[config.mk]
export PLATFORM = sky130hd
export DESIGN_NAME = lec1_ctrl
export DESIGN_NICKNAME = d
export VERILOG_FILES = /design/src/hw/lec1_pkg.sv /design/src/hw/lec1_ctrl.sv
export VERILOG_INCLUDE_DIRS = /design/src /design/src/hw
export SDC_FILE = /design/constraint.sdc
export NUM_CORES = 1
export LEC_CHECK = 0
export ABC_AREA = 1
export BUFFER_PORTS_ARGS = -buffer_cell sky130_fd_sc_hd__buf_2
export CAP_MARGIN = 20
export CELL_PAD_IN_SITES_DETAIL_PLACEMENT = 0
export CELL_PAD_IN_SITES_GLOBAL_PLACEMENT = 2
export CORE_ASPECT_RATIO = 0.6
export CORE_MARGIN = 5
export CORE_UTILIZATION = 22
export CTS_CLUSTER_SIZE = 28
export DETAILED_ROUTE_END_ITERATION = 12
export HOLD_SLACK_MARGIN = 0.02
export PLACE_DENSITY_LB_ADDON = 0.1
export SYNTH_ARGS = -nofsm -noshare
export SYNTH_HDL_FRONTEND = slang
export SYNTH_SLANG_ARGS = --single-unit
export TNS_END_PERCENT = 10
[constraint.sdc]
create_clock -name i_clk -period 1.8 [get_ports i_clk]
set_input_delay 0.09 -clock i_clk [delete_from_list [all_inputs] [get_ports i_clk]]
set_output_delay 0.09 -clock i_clk [all_outputs]
set_load 0.05 [all_outputs]
[src/hw/lec1_regs.svh]
// Register map, field positions and reset values of the lookup engine control block.
// Function
// RULE1: When control bit 7 is one the block stops learning unicast source addresses, and learning runs while it is zero, its reset value.
// RULE2: With self-address filtering active, a received frame whose source address equals the six-byte switch address is dropped.
// RULE3: Self-address filtering acts only on ports whose own enable is set while global bit 6 is one, and on no port while bit 6 is zero.
// RULE4: Writing one to bit 5 starts a flush of the whole lookup table and the bit then clears itself, while writing zero changes nothing.
// RULE5: Both flush triggers remove only the kind of entries chosen by the separate flush option field.
// RULE6: The flush option codes are 00 none or done, 01 dynamic only, 10 static only and 11 both.
// RULE7: Writing one to bit 4 starts a flush of the entries matching the spanning-tree instance and the bit then clears itself.
// RULE8: While bit 3 is zero frames with a multicast source address are dropped, and at its reset value one they are forwarded.
// RULE9: Bit 2, reset to one, enables table aging, and clearing it stops aging.
// RULE10: While bit 1 is one the table uses fast aging instead of the normal interval, and its reset value is zero.
// RULE11: While bit 0 is one a link-down on any port flushes that port's entries, and while it is zero no such flush occurs.
// RULE12: A flush bit started through bit 5 or bit 4 reads one until its flush has completed and zero afterwards.
`ifndef LEC1_REGS_SVH
`define LEC1_REGS_SVH

`define LEC1_ADDR_W 16
`define LEC1_ADDR_CTRL1 16'h0311
`define LEC1_ADDR_CTRL2 16'h0312
`define LEC1_CTRL1_RST 8'h0c
`define LEC1_BIT_LEARN_DIS 7
`define LEC1_BIT_SELF_FILT 6
`define LEC1_BIT_FLUSH_ALL 5
`define LEC1_BIT_FLUSH_MSTP 4
`define LEC1_BIT_MC_FWD 3
`define LEC1_BIT_AGE_EN 2
`define LEC1_BIT_FAST_AGE 1
`define LEC1_BIT_LINK_FLUSH 0
`define LEC1_OPT_LSB 2
`define LEC1_OPT_MSB 3
`define LEC1_OPT_NONE 2'h0
`define LEC1_OPT_DYN 2'h1
`define LEC1_OPT_STAT 2'h2
`define LEC1_OPT_BOTH 2'h3
`define LEC1_NPORTS 3
`define LEC1_SA_MC_BIT 40

`endif

[src/hw/lec1_pkg.sv]
// Types shared by the lookup engine control block and its users.
package lec1_pkg;

   typedef struct packed {
      logic valid;
      logic [47:0] sa;
      logic [1:0] port;
   } lec1_frame_t;

   typedef enum logic [2:0] {
      LEC1_K_ALL = 3'b001,
      LEC1_K_MSTP = 3'b010,
      LEC1_K_PORT = 3'b100
   } lec1_kind_t;

   typedef struct packed {
      lec1_kind_t kind;
      logic [1:0] opt;
      logic [2:0] ports;
   } lec1_flush_cmd_t;

   typedef enum logic [1:0] {
      LEC1_ST_IDLE = 2'b01,
      LEC1_ST_BUSY = 2'b10
   } lec1_st_t;

endpackage

[src/hw/lec1_ctrl.sv]
// Lookup engine control register with frame filter, aging controls and flush sequencer.
//
// Decided for this implementation: the address-and-strobe port.
`timescale 1ns/1ps
`include "lec1_regs.svh"

module lec1_ctrl (
   input wire logic i_clk,
   input wire logic i_rst_b,
   input wire logic [15:0] i_addr,
   input wire logic [7:0] i_wdata,
   input wire logic i_wr,
   input wire logic i_rd,
   output logic [7:0] o_rdata,
   input wire lec1_pkg::lec1_frame_t i_frame,
   input wire logic [47:0] i_switch_mac,
   input wire logic [2:0] i_port_self_filt_en,
   input wire logic [2:0] i_link_up,
   input wire logic i_flush_done,
   output logic o_drop,
   output logic o_learn,
   output logic o_age_en,
   output logic o_fast_age,
   output logic o_flush_start,
   output lec1_pkg::lec1_flush_cmd_t o_flush_cmd
);

   // ****************************************
   // Register access
   // ****************************************
   function automatic logic hit(input logic [15:0] a, input logic [15:0] reg_addr);
      hit = (a == reg_addr);
   endfunction

   logic [7:0] ctrl_ff;
   logic [7:0] nxt_ctrl;
   logic [1:0] opt_ff;
   logic [1:0] nxt_opt;
   logic [7:0] rdata_ff;
   logic [7:0] nxt_rdata;
   logic all_pend_ff;
   logic nxt_all_pend;
   logic mstp_pend_ff;
   logic nxt_mstp_pend;
   logic [2:0] port_pend_ff;
   logic [2:0] nxt_port_pend;
   logic wr_ctrl1;
   logic clr_all;
   logic clr_mstp;
   logic [2:0] clr_ports;
   logic [2:0] link_down;

   assign wr_ctrl1 = i_wr && hit(i_addr, `LEC1_ADDR_CTRL1);

   always_comb begin
      nxt_ctrl = ctrl_ff;
      nxt_opt = opt_ff;
      nxt_rdata = 8'h00;
      if (wr_ctrl1) begin
         // Trigger bits are not stored here; they live in the pending flags.
         nxt_ctrl = i_wdata;
         nxt_ctrl[`LEC1_BIT_FLUSH_ALL] = 1'b0;
         nxt_ctrl[`LEC1_BIT_FLUSH_MSTP] = 1'b0;
      end
      if (i_wr && hit(i_addr, `LEC1_ADDR_CTRL2)) begin
         nxt_opt = i_wdata[`LEC1_OPT_MSB:`LEC1_OPT_LSB]; // RULE6
      end
      if (i_rd && hit(i_addr, `LEC1_ADDR_CTRL1)) begin
         nxt_rdata = ctrl_ff;
         nxt_rdata[`LEC1_BIT_FLUSH_ALL] = all_pend_ff; // RULE12
         nxt_rdata[`LEC1_BIT_FLUSH_MSTP] = mstp_pend_ff; // RULE12
      end else if (i_rd && hit(i_addr, `LEC1_ADDR_CTRL2)) begin
         nxt_rdata[`LEC1_OPT_MSB:`LEC1_OPT_LSB] = opt_ff;
      end
   end

   // A trigger that lands in the cycle its flush completes starts a new flush.
   always_comb begin
      nxt_all_pend = (all_pend_ff && !clr_all) ||
                     (wr_ctrl1 && i_wdata[`LEC1_BIT_FLUSH_ALL]); // RULE4
      nxt_mstp_pend = (mstp_pend_ff && !clr_mstp) ||
                      (wr_ctrl1 && i_wdata[`LEC1_BIT_FLUSH_MSTP]); // RULE7
      nxt_port_pend = (port_pend_ff & ~clr_ports) |
                      (link_down & {`LEC1_NPORTS{ctrl_ff[`LEC1_BIT_LINK_FLUSH]}}); // RULE11
   end

   always_ff @(posedge i_clk or negedge i_rst_b) begin
      if (!i_rst_b) begin
         ctrl_ff <= `LEC1_CTRL1_RST;
         opt_ff <= `LEC1_OPT_NONE;
         rdata_ff <= 8'h00;
         all_pend_ff <= 1'b0;
         mstp_pend_ff <= 1'b0;
         port_pend_ff <= 3'h0;
      end else begin
         ctrl_ff <= nxt_ctrl;
         opt_ff <= nxt_opt;
         rdata_ff <= nxt_rdata;
         all_pend_ff <= nxt_all_pend;
         mstp_pend_ff <= nxt_mstp_pend;
         port_pend_ff <= nxt_port_pend;
      end
   end

   assign o_rdata = rdata_ff;
   assign o_age_en = ctrl_ff[`LEC1_BIT_AGE_EN]; // RULE9
   assign o_fast_age = ctrl_ff[`LEC1_BIT_FAST_AGE]; // RULE10

   // ****************************************
   // Link status synchroniser
   // ****************************************
   // A port counts as down only once two late stages agree, which filters glitches.
   logic [2:0] ls1_ff;
   logic [2:0] ls2_ff;
   logic [2:0] ls3_ff;
   logic [2:0] link_ff;
   logic [2:0] nxt_link;

   genvar gp;
   generate
      for (gp = 0; gp < `LEC1_NPORTS; gp++) begin : g_link
         always_comb begin
            nxt_link[gp] = (ls2_ff[gp] == ls3_ff[gp]) ? ls3_ff[gp] : link_ff[gp];
            link_down[gp] = link_ff[gp] && !nxt_link[gp];
         end
      end
   endgenerate

   always_ff @(posedge i_clk or negedge i_rst_b) begin
      if (!i_rst_b) begin
         ls1_ff <= 3'h0;
         ls2_ff <= 3'h0;
         ls3_ff <= 3'h0;
         link_ff <= 3'h0;
      end else begin
         ls1_ff <= i_link_up;
         ls2_ff <= ls1_ff;
         ls3_ff <= ls2_ff;
         link_ff <= nxt_link;
      end
   end

   // ****************************************
   // Flush sequencer
   // ****************************************
   // Only one flush runs at a time; whole table first, then spanning tree, then ports.
   lec1_pkg::lec1_st_t st_ff;
   lec1_pkg::lec1_st_t nxt_st;
   lec1_pkg::lec1_flush_cmd_t cmd_ff;
   lec1_pkg::lec1_flush_cmd_t nxt_cmd;
   logic start_ff;
   logic nxt_start;
   logic opt_none;

   assign opt_none = (opt_ff == `LEC1_OPT_NONE);

   always_comb begin
      nxt_st = st_ff;
      nxt_cmd = cmd_ff;
      nxt_start = 1'b0;
      clr_all = 1'b0;
      clr_mstp = 1'b0;
      clr_ports = 3'h0;
      case (st_ff)
         lec1_pkg::LEC1_ST_IDLE: begin
            // With option none there is nothing to remove, so the trigger retires at once.
            nxt_cmd.opt = opt_ff; // RULE5
            if (all_pend_ff) begin
               nxt_cmd.kind = lec1_pkg::LEC1_K_ALL;
               nxt_cmd.ports = 3'h0;
               clr_all = opt_none; // RULE5
            end else if (mstp_pend_ff) begin
               nxt_cmd.kind = lec1_pkg::LEC1_K_MSTP;
               nxt_cmd.ports = 3'h0;
               clr_mstp = opt_none; // RULE5
            end else if (|port_pend_ff) begin
               nxt_cmd.kind = lec1_pkg::LEC1_K_PORT;
               nxt_cmd.ports = port_pend_ff;
               clr_ports = opt_none ? port_pend_ff : 3'h0;
            end
            if ((all_pend_ff || mstp_pend_ff || (|port_pend_ff)) && !opt_none) begin
               nxt_start = 1'b1;
               nxt_st = lec1_pkg::LEC1_ST_BUSY;
            end
         end
         lec1_pkg::LEC1_ST_BUSY: begin
            if (i_flush_done) begin
               clr_all = (cmd_ff.kind == lec1_pkg::LEC1_K_ALL); // RULE4
               clr_mstp = (cmd_ff.kind == lec1_pkg::LEC1_K_MSTP); // RULE7
               clr_ports = (cmd_ff.kind == lec1_pkg::LEC1_K_PORT) ? cmd_ff.ports : 3'h0;
               nxt_st = lec1_pkg::LEC1_ST_IDLE;
            end
         end
         default: begin
            nxt_st = lec1_pkg::LEC1_ST_IDLE;
         end
      endcase
   end

   always_ff @(posedge i_clk or negedge i_rst_b) begin
      if (!i_rst_b) begin
         st_ff <= lec1_pkg::LEC1_ST_IDLE;
         cmd_ff <= '{kind: lec1_pkg::LEC1_K_ALL, opt: `LEC1_OPT_NONE, ports: 3'h0};
         start_ff <= 1'b0;
      end else begin
         st_ff <= nxt_st;
         cmd_ff <= nxt_cmd;
         start_ff <= nxt_start;
      end
   end

   assign o_flush_start = start_ff;
   assign o_flush_cmd = cmd_ff;

   // ****************************************
   // Frame filter and learning
   // ****************************************
   logic drop_ff;
   logic nxt_drop;
   logic learn_ff;
   logic nxt_learn;
   logic sa_mc;
   logic self_hit;

   always_comb begin
      sa_mc = i_frame.sa[`LEC1_SA_MC_BIT];
      self_hit = ctrl_ff[`LEC1_BIT_SELF_FILT] && i_port_self_filt_en[i_frame.port] &&
                 (i_frame.sa == i_switch_mac); // RULE2 RULE3
      nxt_drop = i_frame.valid &&
                 (self_hit || (sa_mc && !ctrl_ff[`LEC1_BIT_MC_FWD])); // RULE8
      nxt_learn = i_frame.valid && !nxt_drop && !sa_mc &&
                  !ctrl_ff[`LEC1_BIT_LEARN_DIS]; // RULE1
   end

   always_ff @(posedge i_clk or negedge i_rst_b) begin
      if (!i_rst_b) begin
         drop_ff <= 1'b0;
         learn_ff <= 1'b0;
      end else begin
         drop_ff <= nxt_drop;
         learn_ff <= nxt_learn;
      end
   end

   assign o_drop = drop_ff;
   assign o_learn = learn_ff;
endmodule

## Yosys cells after proc, flatten, opt, wreduce, memory -nomap -nowiden

Cells that the tools add are included.

- $lt $le $gt $ge: 1
- Equal/unequal tests: 13
- Multiplexer cells: 34
- Bitwise gates (word level): 4
- Reduce and logical (&&, ||, !) cells: 39

Operators with widths:

| operator | count |
|---|---|
| $eq A48 B48 Y1 | 1 |
| $mux W3 | 12 |
| $eq A16 B10 Y1 const B | 2 |
| $logic_and A1 B1 Y1 | 19 |
| $mux W1 | 11 |
| $logic_not A1 Y1 | 10 |
| $mux W2 | 5 |
| $and A3 B3 Y3 | 2 |
| $pmux W3 S2 | 1 |
| $logic_or A1 B1 Y1 | 5 |
| $mux W4 | 1 |
| $ne A2 B2 Y1 const B | 2 |
| $pmux W1 S2 | 2 |
| $pmux W2 S2 | 1 |
| $reduce_and A2 Y1 | 2 |
| $eq A1 B1 Y1 | 3 |
| $eq A3 B1 Y1 const B | 1 |
| $eq A3 B2 Y1 const B | 1 |
| $eq A3 B3 Y1 const B | 1 |
| $lt A2 B3 Y1 const B | 1 |
| $not A3 Y3 | 1 |
| $or A3 B3 Y3 | 1 |
| $reduce_bool A3 Y1 | 1 |
| $reduce_or A3 Y1 | 1 |
| 4 further kinds | 4 |

- Register bits: 46
- Output and inout port bits: 21
- Logic and storage cells: 108

## Longest topological paths before layout

Gate-level depths: netlist (run 1).

- Depth after elaboration: 10
- Gate-level depth with buffers: 10

## Worst setup path before layout (run 1)

OpenSTA, ideal clock, no wires.

- Path kind: register to register
- From: register st_ff[0]
- To: register mstp_pend_ff
- Arrival time: 1.337 ns
- Path slack: 0.345 ns
- Cell stages (with the launch flop): 9
- Period minus slack after synthesis: 1.455 ns
- Cell sequence: dfstp_2 -> ha_1 -> clkbuf_2 -> nand2_1 -> inv_1 -> nand3_1 -> o31ai_1 -> a21oi_1 -> a21o_1

- Cells in the longest elaborated chain, start to end: 5
- Elaborated cells on any way between the ends: 6

RTL lines:

| what | RTL line | source |
|---|---|---|
| from (decl) | lec1_ctrl.sv:147 | `lec1_pkg::lec1_st_t st_ff;` |
| from (signal assigned) | lec1_ctrl.sv:202 | `st_ff <= lec1_pkg::LEC1_ST_IDLE;` |
| from (signal assigned) | lec1_ctrl.sv:206 | `st_ff <= nxt_st;` |
| $eq A2 B2 Y1 / $eq A2 B1 Y1 (equally long branches) | lec1_ctrl.sv:164 | `case (st_ff)` |
| $pmux W1 S2 (*) | lec1_ctrl.sv:164 |  |
| $logic_not A1 Y1 (*) | lec1_ctrl.sv:81 | `nxt_mstp_pend = (mstp_pend_ff && !clr_mstp) \|\|` |
| $logic_and A1 B1 Y1 (*) | lec1_ctrl.sv:81 |  |
| $logic_or A1 B1 Y1 (*) | lec1_ctrl.sv:81 |  |
| via nxt_mstp_pend | lec1_ctrl.sv:44 | `logic nxt_mstp_pend;` |
| to (signal assigned) | lec1_ctrl.sv:100 | `mstp_pend_ff <= nxt_mstp_pend;` |
| to (decl) | lec1_ctrl.sv:43 | `logic mstp_pend_ff;` |

The timed path passes the listed nets; every way through them passes the cells marked *.
A chain may end at the register's enable or synchronous reset.

## Final worst setup path (run 1)

Same ends and word-level chain as after synthesis.

==> results_dict.tcl, run 1 <==
set metrics [dict create \
    status "complete, no violations" \
    final-setup-viol-count 0 \
    relSlewSlack 0.608 \
    rsz0062_at_grt "no" \
    route.detailed.drc 0 \
    synth_edf_count 0 \
    drv_slew 0 \
    viasPerCell 3.84 \
    first_pass_iters 4 \
    hpwl_um 7980 \
    cpPeakStageDelay_ns 0.55 \
    routedWlPerCell_um 12.0 \
    n_antenna_cell 0 \
    pre_cts_ws_ns 0.178 \
    cts_tree "built" \
    min_to "ctrl_ff[6]" \
    ioPinCount 155 \
    critPathRequiredTime_ns 1.98 \
    synth_top_flop_cell "dfrtp_1" \
    worstSetupPathType "flip-flop to flip-flop" \
    synth_top_cell_area_share 0.367 \
    clkTransAtPathRegs_ns 0.06 \
    ys_seq_area_frac 0.404 \
    finalCriticalPeriod_ns 1.64 \
    ir_worst_vdd_v 0.000342 \
    grt_use_total 0.118 \
    cp.buffers_inverters 1 \
    synth_fp_nets 565 \
    nFillCells 1407 \
    synthTopCellsByArea "dfrtp_1, nand2_1, inv_1" \
    die_w_um 157 \
    worst_r2r_endpoint "mstp_pend_ff" \
    cp_slowest_cell "dfstp_2" \
    arrival_ns 1.83 \
    tightestPinTransition_ns 0.588 \
    leakage_nw 2.44 \
    cts_max_level 2 \
    hp-class "input pin to flip-flop" \
    rows 32 \
    grt-ovfl-total 0 \
    ys_warn_count 0 \
    syn_area_mm2 0.00286 \
    synthArstFlopShare 1.00 \
    clock_skew_ns 0.00522 \
    io_buffer_count 154 \
    die-area_mm2 0.0155 \
    cts_resized 0 \
    synth.ff_latch_count 46 \
    dr_total_vias 2945 \
    ant_nets 0 \
    hold_depth 3 \
    grt_pass1_wl_um 14600 \
    grt_antenna_before_repair 1 \
    maxCapViolCount 0 \
    start_util 0.224 \
    path_delay_family "flip-flops" \
    reg2reg_from "st_ff[0]" \
    avgSynthCellArea_um2 6.67 \
    drive_above_1_share 0.303 \
    grt_pass1_vias 2921 \
    total_power_mw 3.14 \
    synthTopCellsByCount "nand2_1, inv_1, nor2_1" \
    finalHoldViolCount 0 \
    cts_made_buffers 5 \
    clockBufferDepth 2 \
    r2r.worst_path.cells 7 \
    worst_hold_startpoint "i_wdata[6]" \
    synth.distinct_cells 30 \
    synth_top_area_cell "dfrtp_1" \
    setup_tns_ns 0 \
    cts_root_buf "clkbuf_16" \
    fmax_ghz 0.608 \
    drt_iter0_markers 73 \
    synth.most_common_cell "nand2_1" \
    gp_congestion 0.778 \
    wl_um 9230 \
    post-route-period-util 0.914 \
    finalWorstSetupSlack_ns 0.155 \
    cellPowerDensity_mw_per_mm2 776 \
    die_h_um 98.3 \
    clock-sinks 46 \
    area_delta_synth_final_pct 41.6 \
    end_kind "flip-flop" \
    worstPathCellList "ha_1 -> nand2_1 -> inv_1 -> nand3_1 -> o31ai_1 -> a21oi_1 -> a21o_1" \
    seq_area_mm2 0.00116 \
    grt_max_degree 47 \
    rrSetupSlack_ns 0.16 \
    core_mm2 0.0128 \
    synth_cells 429 \
    nNetsFinal 732 \
    crit_fanout 8 \
    multiInputGateArea_mm2 0.00132 \
    start_kind "flip-flop" \
    insertion_delay_ns 0.29 \
]
[placed cells by master, fill, tap and decap left out]
| cell type | netlist | routed |
|---|---|---|
| nor2_4 | 3 | 3 |
| ha_1 | 2 | 2 |
| dfstp_2 | 4 | 4 |
| clkinvlp_4 | 0 | 1 |
| nand2_1 | 149 | 149 |
| nor3_1 | 2 | 2 |
| inv_1 | 97 | 97 |
| a22o_1 | 1 | 1 |
| o221ai_1 | 1 | 1 |
| dlygate4sd3_1 | 0 | 7 |
| mux2_2 | 2 | 2 |
| nor2_2 | 1 | 1 |
| clkinv_2 | 0 | 1 |
| xor2_1 | 1 | 1 |
| a21o_1 | 1 | 1 |
| maj3_1 | 3 | 3 |
| xnor2_1 | 9 | 9 |
| nand3b_1 | 3 | 3 |
| buf_2 | 0 | 154 |
| a21oi_1 | 4 | 4 |
| o31ai_1 | 4 | 4 |
| or2_2 | 3 | 3 |
| o21ai_0 | 18 | 18 |
| dfrtp_1 | 42 | 42 |
| nand4_1 | 3 | 3 |
| nor2_1 | 50 | 50 |
| inv_2 | 1 | 1 |
| nor3_2 | 1 | 1 |
| clkinv_4 | 0 | 1 |
| o21ai_1 | 1 | 1 |
| nand3_1 | 18 | 18 |
| clkbuf_16 | 0 | 5 |
| buf_4 | 0 | 1 |
| nand3_2 | 2 | 2 |
| o21ai_2 | 1 | 1 |
[how the worst max path moves through the flow]
| stage | startpoint | to | depth (start not counted) |
|---|---|---|---|
| 3_5_place_dp | st_ff[0] | mstp_pend_ff | 7 |
| 6_report | st_ff[0] | mstp_pend_ff | 7 |
| 5_1_grt | st_ff[0] | mstp_pend_ff | 7 |
| 2_1_floorplan | st_ff[0] | mstp_pend_ff | 8 |
| 3_3_place_gp | st_ff[0] | mstp_pend_ff | 7 |
| 4_1_cts | st_ff[0] | mstp_pend_ff | 7 |
[worst min-delay path: cells and delay by family]
family / cells / cell delay (ns)
buffers and inverters: 1 / 0.08
and+or+nand+nor: 1 / 0.04
AOI/OAI and AO/OA: 1 / 0.06
[registers in the layout (all words and copies together), names as in the netlist]
name	cells
all_pend_ff	1
mstp_pend_ff	1
port_pend_ff	3
o_rdata	8
ls1_ff	3
opt_ff	2
ctrl_ff	6
link_ff	3
ls2_ff	3
o_learn	1
st_ff	2
ls3_ff	3
o_drop	1
o_flush_cmd	8
o_flush_start	1
[cell families after synthesis]
family,count (synthesis),synth area share
and+or+nand+nor,235,0.341
buffers and inverters,100,0.134
DFF,46,0.404
AOI/OAI and AO/OA,31,0.0625
xor gates and xnor gates,10,0.0306
adders and majority gates,5,0.0192
muxes,2,0.00787
[report_power, final]
part / leakage (nW) / switching [mW] / internal, mW
sequential: 0.557 / 0.0871 / 1.15
clock: 0.0698 / 0.405 / 0.514
combinational: 1.81 / 0.628 / 0.359
[metal layers]
| layer | track usage | routed length (µm) | vias up |
|---|---|---|---|
| met5 | 0 | 13 | - |
| met4 | 0.0159 | 53 | 2 |
| met3 | 0.0469 | 917 | 9 |
| met2 | 0.164 | 3520 | 108 |
| met1 | 0.176 | 4730 | 1215 |
| li1 | - | - | 1611 |
[area by class of cell]
| class | instances | area share |
|---|---|---|
| clock buffer | 5 | 0.0309 |
| clock inverter | 3 | 0.00525 |
| inverter | 98 | 0.0908 |
| multi-input combinational | 283 | 0.326 |
| sequential | 46 | 0.285 |
| tap | 170 | 0.0525 |
| timing repair buffer | 162 | 0.209 |
[stage by stage]
stage / instance area, µm² / instances / utilization / hold WS [ns]
detailed placement: 3840 / 752 / 0.300 / 0.208
global placement: 3840 / 752 / 0.300 / 0.200
CTS: 4050 / 767 / 0.317 / 0.0212
finish: 4050 / 767 / 0.317 / 0.0183
global route: 4050 / 767 / 0.317 / 0.0217
floorplan: 2860 / 429 / - / -0.206
[what timing repair did]
item	in CTS	in global routing
setup endpoints to repair	0	0
endpoints found under the hold margin	48	0
hold buffers	7	0
buffers inserted	0	0
Note: power is estimated with default switching activity, not from simulation.
==> run 2, diff against run 1 <==
--- a/config.mk
+++ b/config.mk
@@ -17,7 +17,8 @@
 export CTS_CLUSTER_SIZE = 28
 export DETAILED_ROUTE_END_ITERATION = 12
 export HOLD_SLACK_MARGIN = 0.02
-export PLACE_DENSITY_LB_ADDON = 0.1
+export PLACE_DENSITY = 0.86
+export RECOVER_POWER = 50
 export SYNTH_ARGS = -nofsm -noshare
 export SYNTH_HDL_FRONTEND = slang
 export SYNTH_SLANG_ARGS = --single-unit
==> results_dict.tcl, run 2 (synthesized netlist as in run 1, its figures left out) <==
set metrics [dict create \
    end_kind "flip-flop" \
    grt_pass1_wl_um 14700 \
    insertion_delay_ns 0.29 \
    setup_tns_ns 0 \
    arrival_ns 1.80 \
    clock_skew_ns 0.00713 \
    finalHoldViolCount 0 \
    clkTransAtPathRegs_ns 0.07 \
    min_to "all_pend_ff" \
    ant_nets 0 \
    drive_above_1_share 0.283 \
    critPathRequiredTime_ns 1.98 \
    p_int_mw 2.03 \
    worstSetupPathType "flip-flop to flip-flop" \
    die_w_um 157 \
    nFillCells 1420 \
    power_switching_mw 1.12 \
    cpPeakStageDelay_ns 0.54 \
    cts_max_level 2 \
    wl_um 9210 \
    dpl_cell_area_mm2 0.00384 \
    area_delta_synth_final_pct 41.8 \
    holdBufCountCts 10 \
    ioPinCount 155 \
    cellPowerDensity_mw_per_mm2 778 \
    nNetsFinal 735 \
    rrSetupSlack_ns 0.18 \
    worst_r2r_endpoint "mstp_pend_ff" \
    pre_cts_ws_ns 0.229 \
    cp.depth 7 \
    cts_made_buffers 5 \
    r2r.worst_path.cells 7 \
    cts_resized 0 \
    clockPowerShare 0.294 \
    die-area_mm2 0.0155 \
    drv_slew 0 \
    leakage_nw 2.41 \
    path_delay_family "flip-flops" \
    gp_congestion 0.867 \
    dr_total_vias 2974 \
    grt_max_degree 47 \
    grt_antenna_before_repair 1 \
    grt-ovfl-total 0 \
    cts_root_buf "clkbuf_16" \
    relSlewSlack 0.235 \
    final_common_cell "nand2_1" \
    ir_worst_vdd_v 0.000389 \
    hold_depth 2 \
    postLayoutCellArea_mm2 0.00406 \
    pwr-share-comb 0.316 \
    crit_fanout 8 \
    clockBufferDepth 2 \
    layout_common_cells "nand2_1, buf_2, inv_1" \
    rsz0062_at_grt "no" \
    seq_power_share 0.391 \
    start_util 0.224 \
    n_antenna_cell 0 \
    viasPerCell 3.86 \
    core_mm2 0.0128 \
    reg2reg_from "st_ff[0]" \
    maxCapViolCount 0 \
    worst_hold_startpoint "i_wdata[5]" \
    finalCriticalPeriod_ns 1.62 \
    io_buffer_count 154 \
    hp-class "input pin to flip-flop" \
    first_pass_iters 4 \
    final_core_util 0.318 \
    routedWlPerCell_um 12.0 \
    worstPathCellList "ha_1 -> nand2_1 -> inv_1 -> nand3_1 -> o31ai_1 -> a21oi_1 -> a21o_1" \
    rows 32 \
    post-route-period-util 0.901 \
    status "complete, no violations" \
    cts_tree "built" \
    start_kind "flip-flop" \
    tightestPinTransition_ns 1.15 \
    grt_use_total 0.119 \
    hpwl_um 7880 \
    cp_slowest_cell "dfstp_2" \
    clock-sinks 46 \
    finalWorstSetupSlack_ns 0.178 \
    route.detailed.drc 0 \
    die_h_um 98.3 \
    drt_iter0_markers 115 \
    cp.buffers_inverters 1 \
    swShare 0.356 \
    grt_pass1_vias 2952 \
    post_cts_buffers 0 \
    final-setup-viol-count 0 \
    worst_hold_slack_ns 0.0384 \
    fmax_ghz 0.617 \
]
## run 2: how the worst max path moves through the flow
stage | from | end
2_1_floorplan | st_ff[0] | mstp_pend_ff
3_3_place_gp | st_ff[0] | mstp_pend_ff
3_5_place_dp | st_ff[0] | mstp_pend_ff
4_1_cts | st_ff[0] | mstp_pend_ff
5_1_grt | st_ff[0] | st_ff[1]
6_report | st_ff[0] | mstp_pend_ff
## run 2: metrics by stage
| stage | cells | power, mW |
|---|---|---|
| finish | 770 | 3.16 |
| floorplan | 429 | 1.85 |
| CTS | 770 | 3.19 |
| global placement | 752 | 2.20 |
| detailed placement | 752 | 2.23 |
| global route | 770 | 3.39 |
## run 2: layout make-up
type                    count  area (µm²)  area share
clock buffers               5         125      0.0308
clock inverters             3        23.8     0.00586
inverters                  98         368      0.0907
multi-input cells         283        1310       0.322
flip-flops and latches     46        1160       0.285
well taps                 170         213      0.0524
repair buffers            165         867       0.214
## run 2: routing by layer
metal	global-route usage	wire (µm)	vias to the layer above	share of wire
met5	0	7	-	0.00076
met4	0.0212	97	2	0.011
met3	0.0337	658	12	0.071
met2	0.170	3700	82	0.40
met1	0.179	4750	1268	0.52
li1	-	-	1610	-
## run 2: worst register-to-register path: cells and delay by family, from the launching register on
| family | cells | cell delay [ns] |
|---|---|---|
| AND/OR/NAND/NOR | 2 | 0.22 |
| buffers and inverters | 1 | 0.15 |
| flip-flops | 1 | 0.54 |
| adder cells (fa/ha/maj) | 1 | 0.29 |
| AO/OA/AOI/OAI | 3 | 0.31 |
## run 2: power by group through the flow
| stage | registers (mW) | clock network [mW] | logic, mW |
|---|---|---|---|
| 6_report | 1.23 | 0.927 | 0.997 |
| 5_1_grt | 1.25 | 1.00 | 1.14 |
| 4_1_cts | 1.23 | 0.959 | 1.00 |
| 3_5_place_dp | 1.25 | 0 | 0.978 |
| 3_3_place_gp | 1.25 | 0 | 0.953 |
| 2_1_floorplan | 1.35 | 0 | 0.497 |
==> run 3, diff against run 2 <==
--- a/config.mk
+++ b/config.mk
@@ -9,15 +9,13 @@
 export ABC_AREA = 1
 export BUFFER_PORTS_ARGS = -buffer_cell sky130_fd_sc_hd__buf_2
 export CAP_MARGIN = 20
-export CELL_PAD_IN_SITES_DETAIL_PLACEMENT = 0
-export CELL_PAD_IN_SITES_GLOBAL_PLACEMENT = 2
 export CORE_ASPECT_RATIO = 0.6
 export CORE_MARGIN = 5
-export CORE_UTILIZATION = 22
+export CORE_UTILIZATION = 45
 export CTS_CLUSTER_SIZE = 28
 export DETAILED_ROUTE_END_ITERATION = 12
 export HOLD_SLACK_MARGIN = 0.02
-export PLACE_DENSITY = 0.86
+export PLACE_DENSITY = 0.87
 export RECOVER_POWER = 50
 export SYNTH_ARGS = -nofsm -noshare
 export SYNTH_HDL_FRONTEND = slang
==> results_dict.tcl, run 3 (synthesized netlist as in run 1, its figures left out) <==
set metrics [dict create \
    relSlewSlack 0.284 \
    end_kind "flip-flop" \
    worstSetupPathType "flip-flop to flip-flop" \
    grt-ovfl-total 0 \
    cellPowerDensity_mw_per_mm2 737 \
    grt_pass1_vias 3095 \
    gp_congestion 0.893 \
    drt_iter0_markers 137 \
    seq_power_share 0.429 \
    hp-class "input pin to flip-flop" \
    route.detailed.drc 0 \
    dpl_cell_area_mm2 0.00373 \
    grt_max_degree 47 \
    nFillCells 555 \
    swShare 0.380 \
    arrival_ns 1.84 \
    wl_um 8290 \
    rrSetupSlack_ns 0.16 \
    insertion_delay_ns 0.31 \
    die-area_mm2 0.00811 \
    endpoint "mstp_pend_ff" \
    core_mm2 0.00614 \
    dr_total_vias 3176 \
    crit_start "st_ff[0]" \
    area_delta_synth_final_pct 37.4 \
    cts_made_buffers 5 \
    die_w_um 113 \
    tightestPinTransition_ns 1.07 \
    routedWlPerCell_um 12.1 \
    hpwl_um 7040 \
    drive_above_1_share 0.299 \
    start_util 0.466 \
    first_pass_iters 4 \
    final_core_util 0.640 \
    reg2reg_from "st_ff[0]" \
    leakage_nw 2.43 \
    final_common_cell "buf_2" \
    maxCapViolCount 0 \
    power_switching_mw 1.10 \
    crit_fanout 8 \
    clkTransAtPathRegs_ns 0.09 \
    cts_tree "built" \
    viasPerCell 4.63 \
    clock_skew_ns 0.00916 \
    clockPowerShare 0.227 \
    die_h_um 71.8 \
    postLayoutCellArea_mm2 0.00393 \
    grt_pass1_wl_um 13600 \
    pwr-share-comb 0.344 \
    nNetsFinal 737 \
    grt_use_total 0.207 \
    grt_antenna_before_repair 0 \
    total_power_mw 2.90 \
    ant_nets 0 \
    p_int_mw 1.79 \
    final-setup-viol-count 0 \
    r2r.worst_path.cells 7 \
    setup_tns_ns 0 \
    io_buffer_count 154 \
    finalCriticalPeriod_ns 1.64 \
    fmax_ghz 0.609 \
    worst_r2r_endpoint "mstp_pend_ff" \
    ir_worst_vdd_v 0.000444 \
    worst_hold_slack_ns 0.0344 \
    post-route-period-util 0.912 \
    clock-sinks 46 \
    layout_common_cells "buf_2, nand2_1, inv_1" \
    critPathRequiredTime_ns 2.00 \
    rsz0062_at_grt "no" \
    clockBufferDepth 2 \
    rows 22 \
    cts_max_level 2 \
    finalHoldViolCount 0 \
    status "complete, no violations" \
    drv_slew 0 \
    ioPinCount 155 \
    cts_root_buf "clkbuf_8" \
    n_antenna_cell 0 \
    start_kind "flip-flop" \
]
[run 3: cell types whose count changed in the layout (fill, tap and decap cells not counted), sizes merged]
cell	delta
clkbuf	-7
dlygate4sd3	+2
buf	+7
[run 3: area by class of cell]
| type | count | area, µm² | share of cell area |
|---|---|---|---|
| multi-input combinational | 283 | 1310 | 0.334 |
| sequential | 46 | 1160 | 0.294 |
| timing repair buffer | 167 | 896 | 0.228 |
| inverter | 98 | 368 | 0.0936 |
| tap | 84 | 105 | 0.0267 |
| clock buffer | 5 | 68.8 | 0.0175 |
| clock inverter | 3 | 23.8 | 0.00605 |
[run 3: timing repair]
action,in CTS,in global routing
resized for setup,0,0
hold buffers,11,1
endpoints found under the setup margin,0,0
buffers inserted,0,0
endpoints found under the hold margin,53,1
[run 3: per-stage QoR]
step / cells / worst slack, ns
3_3_place_gp: 666 / 0.257
5_1_grt: 686 / 0.0489
4_1_cts: 685 / 0.184
3_5_place_dp: 666 / 0.197
6_report: 686 / 0.158
2_1_floorplan: 429 / 0.345
[run 3: critical path: stages (launching register included)]
cell	delay (ns)
dfstp_2	0.56
ha_1	0.29
nand2_1	0.11
inv_1	0.14
nand3_1	0.08
o31ai_1	0.08
a21oi_1	0.11
a21o_1	0.17
[run 3: worst min path at each step]
stage                from              to  slack [ns]  cells after the start
3_3_place_gp      i_rst_b  o_flush_cmd[0]        0.19                      2
2_1_floorplan     i_rst_b     all_pend_ff       -0.21                      0
5_1_grt        i_wdata[5]     all_pend_ff        0.03                      2
6_report       i_wdata[5]     all_pend_ff        0.03                      2
3_5_place_dp      i_rst_b  o_flush_cmd[1]        0.20                      2
4_1_cts        i_wdata[1]      ctrl_ff[1]        0.02                      3
[run 3: power groups by stage]
| stage | Combinational (mW) | Sequential (mW) | Clock, mW |
|---|---|---|---|
| 6_report | 0.996 | 1.24 | 0.657 |
| 5_1_grt | 1.13 | 1.25 | 0.712 |
| 4_1_cts | 1.00 | 1.24 | 0.664 |
| 3_5_place_dp | 0.979 | 1.26 | 0 |
| 3_3_place_gp | 0.946 | 1.25 | 0 |
| 2_1_floorplan | 0.497 | 1.35 | 0 |
[run 3: layer usage]
metal | track usage | part of all wire | vias up
met2 | 0.348 | 0.46 | 114
met3 | 0.0489 | 0.082 | 13
li1 | - | - | 1611
met5 | 0 | 0 | -
met1 | 0.277 | 0.44 | 1438
met4 | 0.0400 | 0.011 | 0
